[config.mk]
export PLATFORM = sky130hd
export DESIGN_NAME = sci_top
export DESIGN_NICKNAME = d
export VERILOG_FILES = /design/src/hdl/sci_pkg.sv /design/src/hdl/sci_ch_if.sv /design/src/hdl/sci_chan.sv /design/src/hdl/sci_top.sv
export SDC_FILE = /design/constraint.sdc
export NUM_CORES = 1
export LEC_CHECK = 0
export ABC_AREA = 1
export BUFFER_PORTS_ARGS = -buffer_cell sky130_fd_sc_hd__buf_2
export CORE_ASPECT_RATIO = 1.25
export CORE_UTILIZATION = 58
export CTS_CLUSTER_SIZE = 28
export DETAILED_ROUTE_END_ITERATION = 10
export GPL_TIMING_DRIVEN = 0
export PLACE_DENSITY = 0.8
export SLEW_MARGIN = 15
export SYNTH_ARGS = -nofsm -noshare
export SYNTH_HDL_FRONTEND = slang
export SYNTH_SLANG_ARGS = --single-unit
[constraint.sdc]
create_clock -name mclk -period 4.1 [get_ports mclk]
set_clock_uncertainty 0.15 [all_clocks]
set_input_delay 0.205 -clock mclk [delete_from_list [all_inputs] [get_ports mclk]]
set_output_delay 0.205 -clock mclk [all_outputs]
set_load 0.1 [all_outputs]
[src/hdl/sci_pkg.sv]
package sci_pkg;
    // register indices: addr[4] picks channel b, addr[3:0] the index
    localparam logic [3:0] REG_STATUS = 4'h0;
    localparam logic [3:0] REG_IE = 4'h1;
    localparam logic [3:0] REG_VEC = 4'h2;
    localparam logic [3:0] REG_RXSET = 4'h3;
    localparam logic [3:0] REG_IPEND = 4'h3;
    localparam logic [3:0] REG_MODE = 4'h4;
    localparam logic [3:0] REG_TXCTL = 4'h5;
    localparam logic [3:0] REG_MIC = 4'h9;
    localparam logic [3:0] REG_BRG_LO = 4'hc;
    localparam logic [3:0] REG_BRG_HI = 4'hd;
    localparam logic [3:0] REG_BRG_EN = 4'he;
    localparam int CHB_BIT = 4;
    // field positions
    localparam int EOI_BIT = 5;
    localparam int RX_EN_BIT = 0;
    localparam int TX_EN_BIT = 3;
    localparam int RTS_BIT = 1;
    localparam int DTR_BIT = 7;
    localparam int BRG_EN_BIT = 0;
    localparam int MIC_VIS = 0;
    localparam int MIC_NV = 1;
    localparam int MIC_DLC = 2;
    localparam int MIC_MIE = 3;
    localparam int MIC_STHI = 4;
    localparam int MIC_CMD_LO = 6;
    localparam int MIC_MODE_W = 5;
    localparam int SRC_EXT = 0;
    localparam int SRC_TX = 1;
    localparam int SRC_RX = 2;
    // reset command codes in bits 7:6
    localparam logic [1:0] CMD_NONE = 2'h0;
    localparam logic [1:0] CMD_RST_B = 2'h1;
    localparam logic [1:0] CMD_RST_A = 2'h2;
    localparam logic [1:0] CMD_RST_HW = 2'h3;
    // reset values
    localparam logic [7:0] REG8_RST = 8'h00;
    localparam logic [4:0] MIC_RST = 5'h00;
    // vector status codes
    localparam logic [2:0] VC_B_TX = 3'h0;
    localparam logic [2:0] VC_B_EXT = 3'h1;
    localparam logic [2:0] VC_B_RX = 3'h2;
    localparam logic [2:0] VC_NONE = 3'h3;
    localparam logic [2:0] VC_A_TX = 3'h4;
    localparam logic [2:0] VC_A_EXT = 3'h5;
    localparam logic [2:0] VC_A_RX = 3'h6;
    typedef enum logic {IA_IDLE, IA_DRIVE} sci_iack_t;
endpackage

[src/hdl/sci_ch_if.sv]
interface sci_ch_if;
    logic wr;
    logic [3:0] idx;
    logic [7:0] wdata;
    logic chan_rst;
    logic eoi;
    logic [2:0] ev;
    logic [2:0] ack;
    logic txd_src;
    logic [2:0] ip;
    logic [2:0] interrupt_under_service_flag;
    logic [7:0] ie;
    logic [7:0] rxset;
    logic [7:0] mode;
    logic [7:0] txctl;
    logic [7:0] brg_lo;
    logic [7:0] brg_hi;
    logic brg_en;
    logic txd;
    logic rts_n;
    logic dtr_n;
    modport ctl (output wr, idx, wdata, chan_rst, eoi, ev, ack, txd_src,
        input ip, interrupt_under_service_flag, ie, rxset, mode, txctl, brg_lo, brg_hi, brg_en, txd, rts_n, dtr_n);
    modport chan (input wr, idx, wdata, chan_rst, eoi, ev, ack, txd_src,
        output ip, interrupt_under_service_flag, ie, rxset, mode, txctl, brg_lo, brg_hi, brg_en, txd, rts_n, dtr_n);
endinterface

[src/hdl/sci_chan.sv]
module sci_chan import sci_pkg::*; (
    // clock and reset
    input wire logic mclk,
    input wire logic rst,
    // control side
    sci_ch_if.chan bus
);
    logic [7:0] ie_q, ie_d, rxset_q, rxset_d, mode_q, mode_d, txctl_q, txctl_d;
    logic [7:0] brg_lo_q, brg_lo_d, brg_hi_q, brg_hi_d;
    logic [2:0] ip_q, ip_d, ius_q, ius_d, eoi_clr;
    logic brg_en_q, brg_en_d, txd_q, txd_d, rts_n_q, rts_n_d, dtr_n_q, dtr_n_d;

    always_comb begin
        eoi_clr = 3'h0;
        ie_d = ie_q;
        rxset_d = rxset_q;
        mode_d = mode_q;
        txctl_d = txctl_q;
        brg_lo_d = brg_lo_q;
        brg_hi_d = brg_hi_q;
        brg_en_d = brg_en_q;
        if (bus.eoi) begin
            if (ius_q[SRC_RX]) begin
                eoi_clr[SRC_RX] = 1'b1;
            end else if (ius_q[SRC_TX]) begin
                eoi_clr[SRC_TX] = 1'b1;
            end else begin
                eoi_clr[SRC_EXT] = ius_q[SRC_EXT];
            end
        end
        if (bus.wr) begin
            unique case (bus.idx)
                REG_IE: ie_d = bus.wdata;
                REG_RXSET: rxset_d = bus.wdata;
                REG_MODE: mode_d = bus.wdata;
                REG_TXCTL: txctl_d = bus.wdata;
                REG_BRG_LO: brg_lo_d = bus.wdata;
                REG_BRG_HI: brg_hi_d = bus.wdata;
                REG_BRG_EN: brg_en_d = bus.wdata[BRG_EN_BIT];
                default: ;
            endcase
        end
        // an event in the clearing cycle still lands
        ius_d = (ius_q & ~eoi_clr) | bus.ack;
        ip_d = (ip_q & ~bus.ack) | (bus.ev & ie_q[2:0]);
        txd_d = txctl_q[TX_EN_BIT] ? bus.txd_src : 1'b1;
        if (bus.chan_rst) begin
            rxset_d[RX_EN_BIT] = 1'b0;
            txctl_d[TX_EN_BIT] = 1'b0;
            txctl_d[RTS_BIT] = 1'b0;
            txctl_d[DTR_BIT] = 1'b0;
            ie_d = REG8_RST;
            ip_d = 3'h0;
            ius_d = 3'h0;
            txd_d = 1'b1;
        end
        // modem pins are active low, so inactive means high
        rts_n_d = ~txctl_d[RTS_BIT];
        dtr_n_d = ~txctl_d[DTR_BIT];
    end

    always_ff @(posedge mclk or posedge rst) begin
        if (rst) begin
            ie_q <= REG8_RST;
            rxset_q <= REG8_RST;
            mode_q <= REG8_RST;
            txctl_q <= REG8_RST;
            brg_lo_q <= REG8_RST;
            brg_hi_q <= REG8_RST;
            brg_en_q <= 1'b0;
            ip_q <= 3'h0;
            ius_q <= 3'h0;
            txd_q <= 1'b1;
            rts_n_q <= 1'b1;
            dtr_n_q <= 1'b1;
        end else begin
            ie_q <= ie_d;
            rxset_q <= rxset_d;
            mode_q <= mode_d;
            txctl_q <= txctl_d;
            brg_lo_q <= brg_lo_d;
            brg_hi_q <= brg_hi_d;
            brg_en_q <= brg_en_d;
            ip_q <= ip_d;
            ius_q <= ius_d;
            txd_q <= txd_d;
            rts_n_q <= rts_n_d;
            dtr_n_q <= dtr_n_d;
        end
    end

    assign bus.ie = ie_q;
    assign bus.rxset = rxset_q;
    assign bus.mode = mode_q;
    assign bus.txctl = txctl_q;
    assign bus.brg_lo = brg_lo_q;
    assign bus.brg_hi = brg_hi_q;
    assign bus.brg_en = brg_en_q;
    assign bus.ip = ip_q;
    assign bus.interrupt_under_service_flag = ius_q;
    assign bus.txd = txd_q;
    assign bus.rts_n = rts_n_q;
    assign bus.dtr_n = dtr_n_q;
endmodule

[src/hdl/sci_top.sv]
module sci_top import sci_pkg::*; (
    // clock and reset
    input wire logic mclk,
    input wire logic rst,
    // register port
    input wire logic [4:0] addr,
    input wire logic [7:0] wdata,
    input wire logic wr_stb,
    input wire logic rd_stb,
    output logic [7:0] rdata,
    // interrupt acknowledge and vector pins
    input wire logic iack,
    output logic [7:0] vec_out,
    output logic vec_oe_n,
    output logic int_n,
    output logic ieo,
    // channel a pins
    input wire logic [2:0] ev_a,
    input wire logic txd_src_a,
    output logic txd_a,
    output logic rts_n_a,
    output logic dtr_n_a,
    output logic rx_en_a,
    output logic tx_en_a,
    output logic brg_en_a,
    // channel b pins
    input wire logic [2:0] ev_b,
    input wire logic txd_src_b,
    output logic txd_b,
    output logic rts_n_b,
    output logic dtr_n_b,
    output logic rx_en_b,
    output logic tx_en_b,
    output logic brg_en_b
);
    sci_ch_if ca ();
    sci_ch_if cb ();

    logic [4:0] mic_q, mic_d;
    logic [7:0] vec_q, vec_d, rdata_q, rdata_d, vout_q, vout_d, rd_mux;
    logic oe_n_q, oe_n_d, int_n_q, int_n_d, ieo_q, ieo_d;
    sci_iack_t ia_q, ia_d;
    logic [3:0] idx;
    logic is_b, mic_wr, take, pend;
    logic [1:0] cmd;
    logic [2:0] sel_code;
    logic [2:0] sel_a, sel_b;

    function automatic logic [7:0] mod_vec(input logic [7:0] v, input logic [2:0] c,
                                           input logic hi);
        mod_vec = hi ? {v[7], c[0], c[1], c[2], v[3:0]} : {v[7:4], c, v[0]};
    endfunction

    assign idx = addr[3:0];
    assign is_b = addr[CHB_BIT];
    assign mic_wr = wr_stb && (idx == REG_MIC);
    assign cmd = wdata[MIC_CMD_LO+1:MIC_CMD_LO];

    // channel decode; master and vector registers are shared
    assign ca.wr = wr_stb && !is_b;
    assign cb.wr = wr_stb && is_b;
    assign ca.idx = idx;
    assign cb.idx = idx;
    assign ca.wdata = wdata;
    assign cb.wdata = wdata;
    assign ca.chan_rst = mic_wr && (cmd == CMD_RST_A || cmd == CMD_RST_HW);
    assign cb.chan_rst = mic_wr && (cmd == CMD_RST_B || cmd == CMD_RST_HW);
    assign ca.eoi = ca.wr && (idx == REG_STATUS) && wdata[EOI_BIT];
    assign cb.eoi = cb.wr && (idx == REG_STATUS) && wdata[EOI_BIT];
    assign ca.ev = ev_a;
    assign cb.ev = ev_b;
    assign ca.txd_src = txd_src_a;
    assign cb.txd_src = txd_src_b;
    assign ca.ack = take ? sel_a : 3'h0;
    assign cb.ack = take ? sel_b : 3'h0;

    sci_chan u_cha (
        .mclk(mclk),
        .rst(rst),
        .bus(ca.chan)
    );

    sci_chan u_chb (
        .mclk(mclk),
        .rst(rst),
        .bus(cb.chan)
    );

    // fixed priority: a before b, rx before tx before external
    always_comb begin
        sel_code = VC_NONE;
        sel_a = 3'h0;
        sel_b = 3'h0;
        if (ca.ip[SRC_RX]) begin
            sel_code = VC_A_RX;
            sel_a[SRC_RX] = 1'b1;
        end else if (ca.ip[SRC_TX]) begin
            sel_code = VC_A_TX;
            sel_a[SRC_TX] = 1'b1;
        end else if (ca.ip[SRC_EXT]) begin
            sel_code = VC_A_EXT;
            sel_a[SRC_EXT] = 1'b1;
        end else if (cb.ip[SRC_RX]) begin
            sel_code = VC_B_RX;
            sel_b[SRC_RX] = 1'b1;
        end else if (cb.ip[SRC_TX]) begin
            sel_code = VC_B_TX;
            sel_b[SRC_TX] = 1'b1;
        end else if (cb.ip[SRC_EXT]) begin
            sel_code = VC_B_EXT;
            sel_b[SRC_EXT] = 1'b1;
        end
    end

    assign pend = |{ca.ip, cb.ip};
    assign take = iack && (ia_q == IA_IDLE) && mic_q[MIC_MIE] && pend;

    always_comb begin
        rd_mux = 8'h00;
        unique case (idx)
            REG_STATUS: begin
                rd_mux = is_b ? {cb.rxset[RX_EN_BIT], cb.txctl[TX_EN_BIT], cb.interrupt_under_service_flag, cb.ip}
                              : {ca.rxset[RX_EN_BIT], ca.txctl[TX_EN_BIT], ca.interrupt_under_service_flag, ca.ip};
            end
            REG_IPEND: rd_mux = is_b ? 8'h00 : {2'h0, ca.ip, cb.ip};
            REG_VEC: rd_mux = is_b ? mod_vec(vec_q, sel_code, mic_q[MIC_STHI]) : vec_q;
            REG_BRG_LO: rd_mux = is_b ? cb.brg_lo : ca.brg_lo;
            REG_BRG_HI: rd_mux = is_b ? cb.brg_hi : ca.brg_hi;
            default: rd_mux = 8'h00;
        endcase
    end

    always_comb begin
        mic_d = mic_q;
        vec_d = vec_q;
        if (mic_wr) begin
            // every write replaces all mode bits, commands included or not
            mic_d = wdata[MIC_MODE_W-1:0];
        end
        if (wr_stb && (idx == REG_VEC)) begin
            vec_d = wdata;
        end
        rdata_d = rd_stb ? rd_mux : 8'h00;
    end

    always_ff @(posedge mclk or posedge rst) begin
        if (rst) begin
            mic_q <= MIC_RST;
            vec_q <= REG8_RST;
            rdata_q <= 8'h00;
        end else begin
            mic_q <= mic_d;
            vec_q <= vec_d;
            rdata_q <= rdata_d;
        end
    end

    // acknowledge: one cycle of vector drive after the acknowledge pulse
    always_comb begin
        ia_d = IA_IDLE;
        oe_n_d = 1'b1;
        vout_d = 8'h00;
        if (take) begin
            ia_d = IA_DRIVE;
            oe_n_d = mic_q[MIC_NV];
            vout_d = mic_q[MIC_VIS] ? mod_vec(vec_q, sel_code, mic_q[MIC_STHI]) : vec_q;
        end
        int_n_d = !(mic_q[MIC_MIE] && pend);
        // lower chain held off while anything is under service here
        ieo_d = !mic_q[MIC_DLC] && !(|{ca.interrupt_under_service_flag, cb.interrupt_under_service_flag});
    end

    always_ff @(posedge mclk or posedge rst) begin
        if (rst) begin
            ia_q <= IA_IDLE;
            oe_n_q <= 1'b1;
            vout_q <= 8'h00;
            int_n_q <= 1'b1;
            ieo_q <= 1'b1;
        end else begin
            ia_q <= ia_d;
            oe_n_q <= oe_n_d;
            vout_q <= vout_d;
            int_n_q <= int_n_d;
            ieo_q <= ieo_d;
        end
    end

    assign rdata = rdata_q;
    assign vec_out = vout_q;
    assign vec_oe_n = oe_n_q;
    assign int_n = int_n_q;
    assign ieo = ieo_q;
    assign txd_a = ca.txd;
    assign rts_n_a = ca.rts_n;
    assign dtr_n_a = ca.dtr_n;
    assign rx_en_a = ca.rxset[RX_EN_BIT];
    assign tx_en_a = ca.txctl[TX_EN_BIT];
    assign brg_en_a = ca.brg_en;
    assign txd_b = cb.txd;
    assign rts_n_b = cb.rts_n;
    assign dtr_n_b = cb.dtr_n;
    assign rx_en_b = cb.rxset[RX_EN_BIT];
    assign tx_en_b = cb.txctl[TX_EN_BIT];
    assign brg_en_b = cb.brg_en;
endmodule

Word-level counts from Yosys, hierarchy flattened. Cells that the tools add are included.

Output and inout bits: 31. Logic and storage cells: 182. Register bits after elaboration: 109.

Mux-type cells: 72. Reductions and logical operators: 46. Bitwise logic cells: 19. Equal/unequal tests: 11.

Operators by type and width (count): 2-to-1 mux 8 bit (9); 2-to-1 mux 3 bit (19); one-hot mux 8 bit (5 select lines) (1); 2-to-1 mux 1 bit (32); AND reduction 2 bit (14); 2-to-1 mux 7 bit (3); AND 3 bit (6); == test 4 bit, second input constant (4); nonzero test 2 bit (8); logical AND 1 bit (15); 2-to-1 mux 2 bit (7); NOT 3 bit (4); bitwise OR 3 bit (4); OR reduction 6 bit (2); == test 4 x 2 -> 1 bit, second input constant (2); 2-to-1 mux 6 bit (1); NOT 1 bit (5); == test 2 bit, second input constant (2); == test 4 x 1 -> 1 bit, second input constant (1); == test 4 x 3 -> 1 bit, second input constant (1); logical NOT 1 bit (4); logical NOT 4 bit (1); == test 2 x 1 -> 1 bit, second input constant (1); logical OR 1 bit (2).

Depth between registers and ports, before layout. Gate-level depths: netlist (run 1).

Depth in word-level cells: 11. Mapped depth: 9.

Hierarchy. From an unflattened synthesis (run 1), not the netlist that was laid out.

Cells, all modules: 804. Area, all modules: 6713.9 µm².

Modules (own cells, without submodules): sci_chan (sequential area each 1455.1 µm², cells each 248, instances 2, area an instance 2316.0 µm²); sci_top (sequential area each 829.5 µm², cells each 308, instances 1, area an instance 2082.0 µm²).

Least setup slack after synthesis (run 1). No wires, ideal clock.

Kind: register to register. Start point: register u_cha.txctl_q[3] (netlist: u_cha.bus.txctl[3]). End point: register rdata_q[6] (netlist: rdata[6]). Setup slack: 2.484 ns. Required time: 3.873 ns. Period minus slack after synthesis: 1.616 ns. Setup time: 0.077 ns. Data arrival time: 1.389 ns. Cell stages (with the launch flop): 5. Cell sequence: dfrtp_1 -> nand3_1 -> a21oi_1 -> nor2_1 -> a21oi_1.

Longest elaborated chain between the ends: 3.

RTL lines: start: declaration (line sci_chan.sv:8) `logic [7:0] ie_q, ie_d, rxset_q, rxset_d, mode_q, mode_d, txctl_q, txctl_d;`; start signal: assignment (line sci_chan.sv:80) `txctl_q <= txctl_d;`; 2-to-1 mux 8 bit (line sci_top.sv:122) `rd_mux = is_b ? {cb.rxset[RX_EN_BIT], cb.txctl[TX_EN_BIT], cb.interrupt_under_service_flag, cb.ip}`; one-hot mux 8 bit (5 select lines) (line sci_top.sv:120) `unique case (idx)`; 2-to-1 mux 8 bit (line sci_top.sv:143) `rdata_d = rd_stb ? rd_mux : 8'h00;`; via rdata_d[6] (line sci_top.sv:40) `logic [7:0] vec_q, vec_d, rdata_q, rdata_d, vout_q, vout_d, rd_mux;`; end signal: assignment (line sci_top.sv:154) `rdata_q <= rdata_d;`; end: declaration (line sci_top.sv:40).

The timed path passes the listed nets, and every way through them passes these cells. A chain may end at the register's enable or synchronous reset.

Worst setup path after layout (run 1).
Start point: register u_cha.ip_q[2] (netlist: u_cha.bus.ip[2]). End point: register u_chb.ip_q[2] (netlist: u_chb.bus.ip[2]).

Longest elaborated chain between the ends: 7.

RTL lines: start: declaration (line sci_chan.sv:10) `logic [2:0] ip_q, ip_d, ius_q, ius_d, eoi_clr;`; start signal: assignment (line sci_chan.sv:84) `ip_q <= ip_d;`; OR reduction 6 bit (line sci_top.sv:115) `assign pend = |{ca.ip, cb.ip};`; logical AND 1 bit (line sci_top.sv:116) `assign take = iack && (ia_q == IA_IDLE) && mic_q[MIC_MIE] && pend;`; 2-to-1 mux 3 bit (*) (line sci_top.sv:75) `assign cb.ack = take ? sel_b : 3'h0;`; NOT 3 bit (*) (line sci_chan.sv:45) `ip_d = (ip_q & ~bus.ack) | (bus.ev & ie_q[2:0]);`; AND 3 bit (*) (line sci_chan.sv:45); bitwise OR 3 bit (*) (line sci_chan.sv:45); 2-to-1 mux 3 bit (*) (line sci_chan.sv:47) `if (bus.chan_rst) begin`; via u_chb.ip_d[2] (line sci_chan.sv:10); end signal: assignment (line sci_chan.sv:84); end: declaration (line sci_chan.sv:10).

Mark *: on every way through the listed nets, which the timed path passes. The rest lies on a longest branch.

==> results, run 1 <==
- Row generation in the floorplan step produced 35 rows.
- STA classifies the critical path startpoint as a flop.
- Of the available clock period, the critical path in the final layout requires 0.490.
- The critical path data required time is 4.24 ns.
- For this run the aggregate overflow at the end of global routing stands at 0.
- The clock sink count is 99.
- Summing all placed instances gives a cell area of 4930 sq um.
- The H-tree level count is 3.
- Compared with the post-synthesis result, the final layout area differs by 17.0%.
- The hold violation count in the final report is 0.
- The headroom to the max-slew limit is 0.588.
- The detailed router's first-iteration violation count is 359.
- The share of synthesized area in the top cell type comes to 0.499.
- For this block, the routed nets add up to 12300 um of wire.
- Of all nets on the critical path, the largest fanout is 10.
- The Yosys warning count is 0.
- The detailed router placed 4083 vias in this run.
- The region available for standard cell placement spans 7440 sq um.
- After routing, the total negative slack on setup checks comes to 0 ns.
- Before antenna repair, the detailed router went through 7 iterations.
- In this run the static leakage power is 2.71 nW.
- In the final layout, the share of cells above drive strength 1 is 0.171.
- TritonCTS built the clock tree.
- 57 I/O pins were placed.
- Summing all multi-input logic gate instances after layout gives 1750 sq um.
- The die is 101 um tall.
- The dominant cell by count in the synthesized netlist is sky130_fd_sc_hd__nand2_1.
- For this run, the total global-route usage over all layers was measured as 0.329.
- Setup repair after global routing left no endpoint under its margin.
- In the synthesized netlist, the cells that appear most often are sky130_fd_sc_hd__nand2_1 (181), sky130_fd_sc_hd__dfrtp_1 (90), sky130_fd_sc_hd__o21ai_0 (63), sky130_fd_sc_hd__inv_1 (47), sky130_fd_sc_hd__a21oi_1 (40).
- Setup violations remaining at the end of the flow were counted as 0.
- The detail route stage leaves a number of antenna-violating nets equal to 0.
- The leading register cell type out of synthesis is sky130_fd_sc_hd__dfrtp_1.
- The critical path is of the flop to flop type.
- The worst hold path belongs to the class input port to flop.
- Across the VDD grid, the largest voltage drop is 381 uV.
- Summing all non-filler instances in the final layout gives an area of 5270 sq um.
- At the end of routability-driven placement, the weighted congestion stood at 0.976.
- The die width is 80.9 um.
- For this run, design rule violations remaining after detail routing come to 0.
- The post-layout minimum cycle time is 2.01 ns.
- Counting every instance in the synthesized netlist gives 551.
- The run finished with clean final reports.
- The clock-pin slew of the registers on the worst-case setup and hold paths is 0.10 ns.
- Entering global routing, the biggest net connects 58 pins.
- Detailed placement ended at an HPWL of 8760 um.
- The cell accounting for the most synthesized area is sky130_fd_sc_hd__dfrtp_1.
- The number of antenna violations at the first check in global routing is 0.
- The net count of the finished layout is 657.
- The antenna diode count is 0.
- Static timing analysis puts the maximum clock frequency at 0.498 GHz.
- For this configuration, the core starts out at a cell density of 0.606.
- In this run the post-CTS setup repair buffer count came out at 0.
- In this run, synthesis inferred 0 flip-flops with an integrated enable.
- After detailed routing, the average wire length per cell comes to 16.9 um.
- The global-route wire length before repair is 19600 um.
- The worst-margin pin slew is 0.617 ns.
- At the later pin of the worst-skew pair, clock insertion delay measures 0.36 ns.
- Counting distinct cell types in the post-synthesis netlist gives 30.
- The post-synthesis sequential element count is 99.
- Max-cap violations in this run came to 0.
- Dividing the detail-routed via count by the number of cells gives 5.61.
- STA puts the critical path data arrival time at 2.15 ns.
- The root buffer cell is sky130_fd_sc_hd__clkbuf_8.
- Of the synthesized area, sequential elements account for 0.552.
- The net count after synthesis is 577.
- The max-slew violation total from the final report was 0.
- By area the synthesized netlist is led by sky130_fd_sc_hd__dfrtp_1 (50%), sky130_fd_sc_hd__nand2_1 (15%), sky130_fd_sc_hd__o21ai_0 (7.0%), sky130_fd_sc_hd__dfstp_2 (5.2%), sky130_fd_sc_hd__a21oi_1 (4.4%).
- Port buffering added 56 buffers.
- The worst-case clock buffer depth is 2.
- The number of clock buffers added by TritonCTS is 9.
- The share of flip-flops with an asynchronous set or reset is 1.00.
- The cell area power density is 540 nW/um^2.
- After synthesis the cells add up to 4510 sq um.
- Counting the fill cells in the layout gives 603.
- The type of destination of the critical path is a flop.
- The via count of the first global-routing pass is 3939.
- The flip-flop and latch area is 2490 sq um.
- Each instance of the synthesized netlist takes up on average 8.18 sq um.
- The floorplan step defined a die boundary enclosing 8130 sq um.
## flip-flops by register name (all words and copies together) (netlist names), 3 cells and up
register / flops
u_chb.bus.txctl: 3
vec_out: 8
rdata: 8
u_cha.bus.brg_lo: 8
u_chb.bus.ip: 3
vec_q: 8
u_chb.bus.ie: 3
u_cha.bus.txctl: 3
u_cha.bus.interrupt_under_service_flag: 3
u_cha.bus.ip: 3
u_chb.bus.interrupt_under_service_flag: 3
u_chb.bus.brg_hi: 8
u_chb.bus.brg_lo: 8
u_cha.bus.brg_hi: 8
mic_q: 5
u_cha.bus.ie: 3
## per-stage QoR
step | hold slack (ns) | setup slack [ns] | util | power (W) | std cells
4_1_cts | 0.00623 | 2.12 | 0.708 | 0.00284 | 728
3_5_place_dp | 0.149 | 2.14 | 0.663 | 0.00214 | 700
2_1_floorplan | 0.162 | 1.17 | - | 0.00195 | 551
3_3_place_gp | 0.233 | 0.280 | 0.659 | 0.00211 | 699
6_report | 0.0202 | 2.09 | 0.708 | 0.00285 | 728
5_1_grt | 0.0419 | 1.94 | 0.708 | 0.00298 | 728
## what timing repair did
action	CTS	global route
hold buffers	12	0
gates resized for setup	0	0
hold endpoints to repair	49	0
## layout by cell type, fill, tap and decap left out, drive strengths merged, types with 2 or more instances in the layout
master / n
a211oi: 3
nand3: 27
bufinv: 2
clkbuf: 20
or2: 3
a21oi: 40
nor2: 40
dfrtp: 90
nand2: 188
nand4: 3
dlygate4sd3: 12
dfstp: 9
inv: 51
nor3: 6
o211ai: 4
o21ai: 68
buf: 64
## power breakdown
group | switching (W) | internal [W]
clock | 0.000335 | 0.000363
combinational | 0.000625 | 0.000198
sequential | 0.000142 | 0.00118
## per-layer routing
| metal | vias to the layer above | part of all wire | wire (um) | global-route usage |
|---|---|---|---|---|
| li1 | 1941 | - | - | - |
| met1 | 1934 | 0.41 | 5080 | 0.428 |
| met2 | 168 | 0.49 | 6100 | 0.532 |
| met3 | 40 | 0.057 | 698 | 0.0516 |
| met4 | 0 | 0.037 | 457 | 0.161 |
| met5 | - | 0 | 0 | 0 |
## worst paths after layout
kind / start / to / slack (ns) / cells after the start
setup / recovery: u_cha.bus.ip[2] / u_chb.bus.ip[2] / 2.09 / 9
hold / removal: wdata[7] / u_chb.bus.txctl[7] / 0.02 / 3
setup reg to reg: u_cha.bus.ip[2] / u_chb.bus.ip[2] / 2.09 / 9
hold reg to reg: mic_q[2] / ieo / 0.25 / 1
max in group asynchronous: rst / u_chb.bus.rts_n / 2.80 / 4
min in group asynchronous: rst / vec_out[3] / 0.29 / 3
## logic make-up after synthesis
group,Yosys count,synth area share
and+or+nand+nor,270,0.254
AOI/OAI and AO/OA,117,0.135
buffers and inverters,65,0.0594
DFF,99,0.552
## worst max-delay path: stages (launching register included)
cell                      delay, ns
sky130_fd_sc_hd__dfrtp_1       0.46
sky130_fd_sc_hd__inv_1         0.17
sky130_fd_sc_hd__nand2_1       0.17
sky130_fd_sc_hd__nor2_1        0.19
sky130_fd_sc_hd__nand2_1       0.10
sky130_fd_sc_hd__nand2_2       0.21
sky130_fd_sc_hd__inv_2         0.15
sky130_fd_sc_hd__nand2_1       0.12
sky130_fd_sc_hd__nand2_1       0.08
sky130_fd_sc_hd__a21oi_1       0.14
## cell type report
class | instances | area share
Clock inverter | 4 | 0.0140
Timing Repair Buffer | 69 | 0.0811
Clock buffer | 12 | 0.0275
Multi-Input combinational cell | 387 | 0.332
Sequential cell | 99 | 0.472
Tap cell | 92 | 0.0218
Buffer | 15 | 0.0152
Inverter | 50 | 0.0361
(Power assumes the default switching activity.)
==> run 2: changes to the inputs <==
==> constraint.sdc (replaced) <==
create_clock -name mclk -period 2 [get_ports mclk]
set_clock_uncertainty 0.15 [all_clocks]
set_input_delay 0.1 -clock mclk [delete_from_list [all_inputs] [get_ports mclk]]
set_output_delay 0.1 -clock mclk [all_outputs]
set_load 0.1 [all_outputs]
==> run 2 against run 1 <==
Sequential power grew 110%. Critical path depth did not move. Global-route usage increased by 0.62 points. Routed wire length grew 2.7%. Non-clock buffer count grew 6. First-iteration DRC count shrank 5.0%. Design area grew 1.4%. Sequential share of layout area decreased by 0.67 points. Sequential cell count is the same. Worst setup slack got worse by 1.9 ns. Highest routed layer unchanged.
==> results, run 2 (synthesis gave the netlist of run 1 again) <==
- The final worst hold slack is 0.0261 ns (+0.00592 ns).
- The clock sink count is 99 (unchanged).
- From synthesis to final layout, the design area changed by 18.6%.
- The remaining antenna violation count is 0 (unchanged).
- The antenna diode count is 0 (unchanged).
- The worst supply voltage drop on vdd is 869 uV (+130%).
- The wire length per cell after detailed routing is 17.3 um (+1.9%).
- The max-slew violation total from the final report is 0 (unchanged).
- The H-tree level count came to 3 (unchanged).
- The area of the placeable core is 7440 sq um (unchanged).
- The number of antenna violations at the first check in global routing is 0 (unchanged).
- The overflow left after global routing is 0 (unchanged).
- The via density per instance is 5.65 (+0.69%).
- Setup repair after global routing left no endpoint under its margin.
- Among all stages on the critical path, the largest delay is contributed by sky130_fd_sc_hd__dfrtp_1.
- The worst-case setup slack after placement is 0.0523 ns (-2.08 ns).
- The worst path arrival time is 1.96 ns (-0.19 ns).
- The area enclosed by the die boundary is 8130 sq um (unchanged).
- Among cell families on the critical path, the largest total delay comes from simple AND/OR/NAND/NOR gates.
- The most numerous cell type found on the critical path is sky130_fd_sc_hd__nand2_1.
- The detailed-route DRC error count is 0 (unchanged).
- The total power draw is 0.00586 W (+110%).
- The total wirelength of the detailed-routed design came to 12700 um (+2.7%).
- The die width is 80.9 um (unchanged).
- The via count of the first global-routing pass came to 4000 (+1.5%).
- The routed via count was 4145 (+1.5%).
- The slack of the worst reg-to-reg path is 0.19 ns (-1.90 ns).
- The maximum number of pins on one net before global-route repair is 40 (-31%).
- The worst hold path cell count is 4 (+1).
- The clock-pin slew of the registers on the worst-case setup and hold paths is 0.10 ns (about the same).
- The number of clock buffers inserted by TritonCTS is 9 (unchanged).
- The library cell used most frequently in the layout, excluding fill and tap cells, is sky130_fd_sc_hd__nand2_1.
- The post-layout minimum cycle time was 1.81 ns (-0.195 ns).
- The CTS tree is built.
- The headroom to the max-slew limit was 0.601 (+0.0121).
- The initial cell density of the core is 0.606 (unchanged).
- The total I/O pin count is 57 (unchanged).
- The endpoint of the worst hold-timing path is rdata[7].
- The post-route core utilization is 0.719 (+0.0103).
- The critical path data required time is 2.15 ns (-2.09 ns).
- The worst-margin pin slew is 0.599 ns (-0.0181 ns).
- The maximum fanout encountered on the critical timing path is 10 (unchanged).
- The worst setup path is launched from a flop.
- The cell row count is 35 (unchanged).
- The fill cell total of the finished layout is 586 (-2.8%).
- The source-to-sink clock delay at the later pin of the worst-skew pair is 0.37 ns (about the same).
- The final critical-path setup slack is 0.188 ns (-1.90 ns).
- The static power due to leakage is 2.73 nW (+0.69%).
- The start-to-end type of the worst setup path is flop to flop.
- The detailed router's first-iteration violation count is 341 (-5.0%).
- The number of I/O port buffers is 56 (unchanged).
- In the layout the commonest cells are sky130_fd_sc_hd__nand2_1 (180), sky130_fd_sc_hd__dfrtp_1 (90), sky130_fd_sc_hd__o21ai_0 (63).
- The share of the clock period used by the worst path after layout came to 0.906 (+0.416).
- The number of optimization iterations in the first detailed-route pass is 5 (-2).
- Traced cell by cell, the critical path runs through inv_2 -> nand2_2 -> nor2_1 -> nand2_1 -> nand2_4 -> inv_2 -> nand2_1 -> nand2_1 -> a21oi_1.
- The cell area power density is 1090 nW/um^2 (+100%).
- The worst path buffer plus inverter count is 2 (unchanged).
- The hold violation count in the final report is 0 (unchanged).
- The largest stage delay on the critical path was 0.48 ns (+0.02 ns).
- The root buffer cell is sky130_fd_sc_hd__clkbuf_8.
- The share of cells above drive strength 1 is 0.176 (+0.00463).
- The last weighted congestion value of the routability-driven placer is 0.967 (-0.96%).
- The capture point of the worst reg-to-reg path is u_chb.bus.ip[1].
- The die boundary height was 101 um (unchanged).
- The sum of negative setup slack is 0 ns (unchanged).
- The net count of the finished layout is 663 (+0.91%).
- The overall fraction of global-route tracks in use is 0.335 (+0.00624).
- The worst-case clock buffer depth came to 2 (unchanged).
- The class of the tightest hold or removal check is input port to flop.
- The number of cells traversed by the worst register-to-register path is 9 (unchanged).
- The cell count along the critical path is 9 (unchanged).
- The type of destination of the critical path is a flop.
- The number of failing setup endpoints in the final timing report came to 0 (unchanged).
- The max-cap check violation count is 0 (unchanged).
- The global-route wire length before repair is 19800 um (+0.95%).
- In this run the critical register-to-register path is launched from u_cha.bus.ip[2].
- The fmax was 0.552 GHz (+11%).
- The startpoint of the lowest-slack hold path is addr[1].
- The run finished with clean final reports.
- The half-perimeter wire length after detailed placement is 8900 um (+1.5%).
[run 2: changes by cell type in the layout (fill, tap and decap cells not counted), sizes merged]
cell and delta:
buf +1, dlygate4sd3 +5, clkinvlp +2, inv -2
[run 2: worst max-delay path by stage]
| stage | slack (ns) | endpoint | startpoint |
|---|---|---|---|
| floorplan | 0.38 | rdata[6] | u_cha.bus.txctl[3] |
| CTS | 0.04 | u_cha.bus.ip[0] | u_cha.bus.ip[2] |
| finish | 0.19 | u_chb.bus.ip[1] | u_cha.bus.ip[2] |
| global route | 0.04 | u_chb.bus.ip[1] | u_cha.bus.ip[2] |
| detailed placement | 0.05 | u_cha.bus.ip[0] | u_cha.bus.ip[2] |
| global placement | 0.04 | u_chb.bus.txctl[1] | rst |
[run 2: area by class of cell]
type	count	area, sq um	share of cell area
Buffer	15	80.1	0.0150
Clock buffer	12	145	0.0271
Clock inverter	4	76.3	0.0143
Inverter	50	191	0.0358
Multi-Input combinational cell	387	1760	0.330
Sequential cell	99	2490	0.465
Tap cell	92	115	0.0215
Timing Repair Buffer	75	490	0.0917
[run 2: power breakdown]
part	total, W	switching, W	internal [W]	leakage [nW]
clock	0.00142	0.000675	0.000743	0.107
combinational	0.00171	0.00130	0.000418	1.38
sequential	0.00273	0.000299	0.00243	1.24
total	0.00586	0.00227	0.00359	2.73
[run 2: worst reg2reg max path: cells and delay by family (launching register included)]
family	cells	cell delay (ns)
compound gates	1	0.15
simple gates	6	0.71
flops	1	0.48
buf+inv	2	0.25
[run 2: routing by layer]
layer / GRT usage / routed length, um / up-vias
li1: - / - / 1944
met1: 0.414 / 5000 / 1972
met2: 0.556 / 6390 / 189
met3: 0.0697 / 837 / 40
met4: 0.157 / 442 / 0
met5: 0 / 0 / -
[run 2: what timing repair did]
action | CTS | global route
endpoints found under the setup margin | 0 | 10
hold buffers | 17 | 0
gates resized for setup | 0 | 4
buffers inserted | 0 | 0
hold endpoints to repair | 59 | 0
[run 2: per-stage QoR]
stage / instance area [sq um] / cells
2_1_floorplan: 4510 / 551
3_3_place_gp: 4910 / 699
3_5_place_dp: 4950 / 701
4_1_cts: 5340 / 734
5_1_grt: 5350 / 734
6_report: 5350 / 734
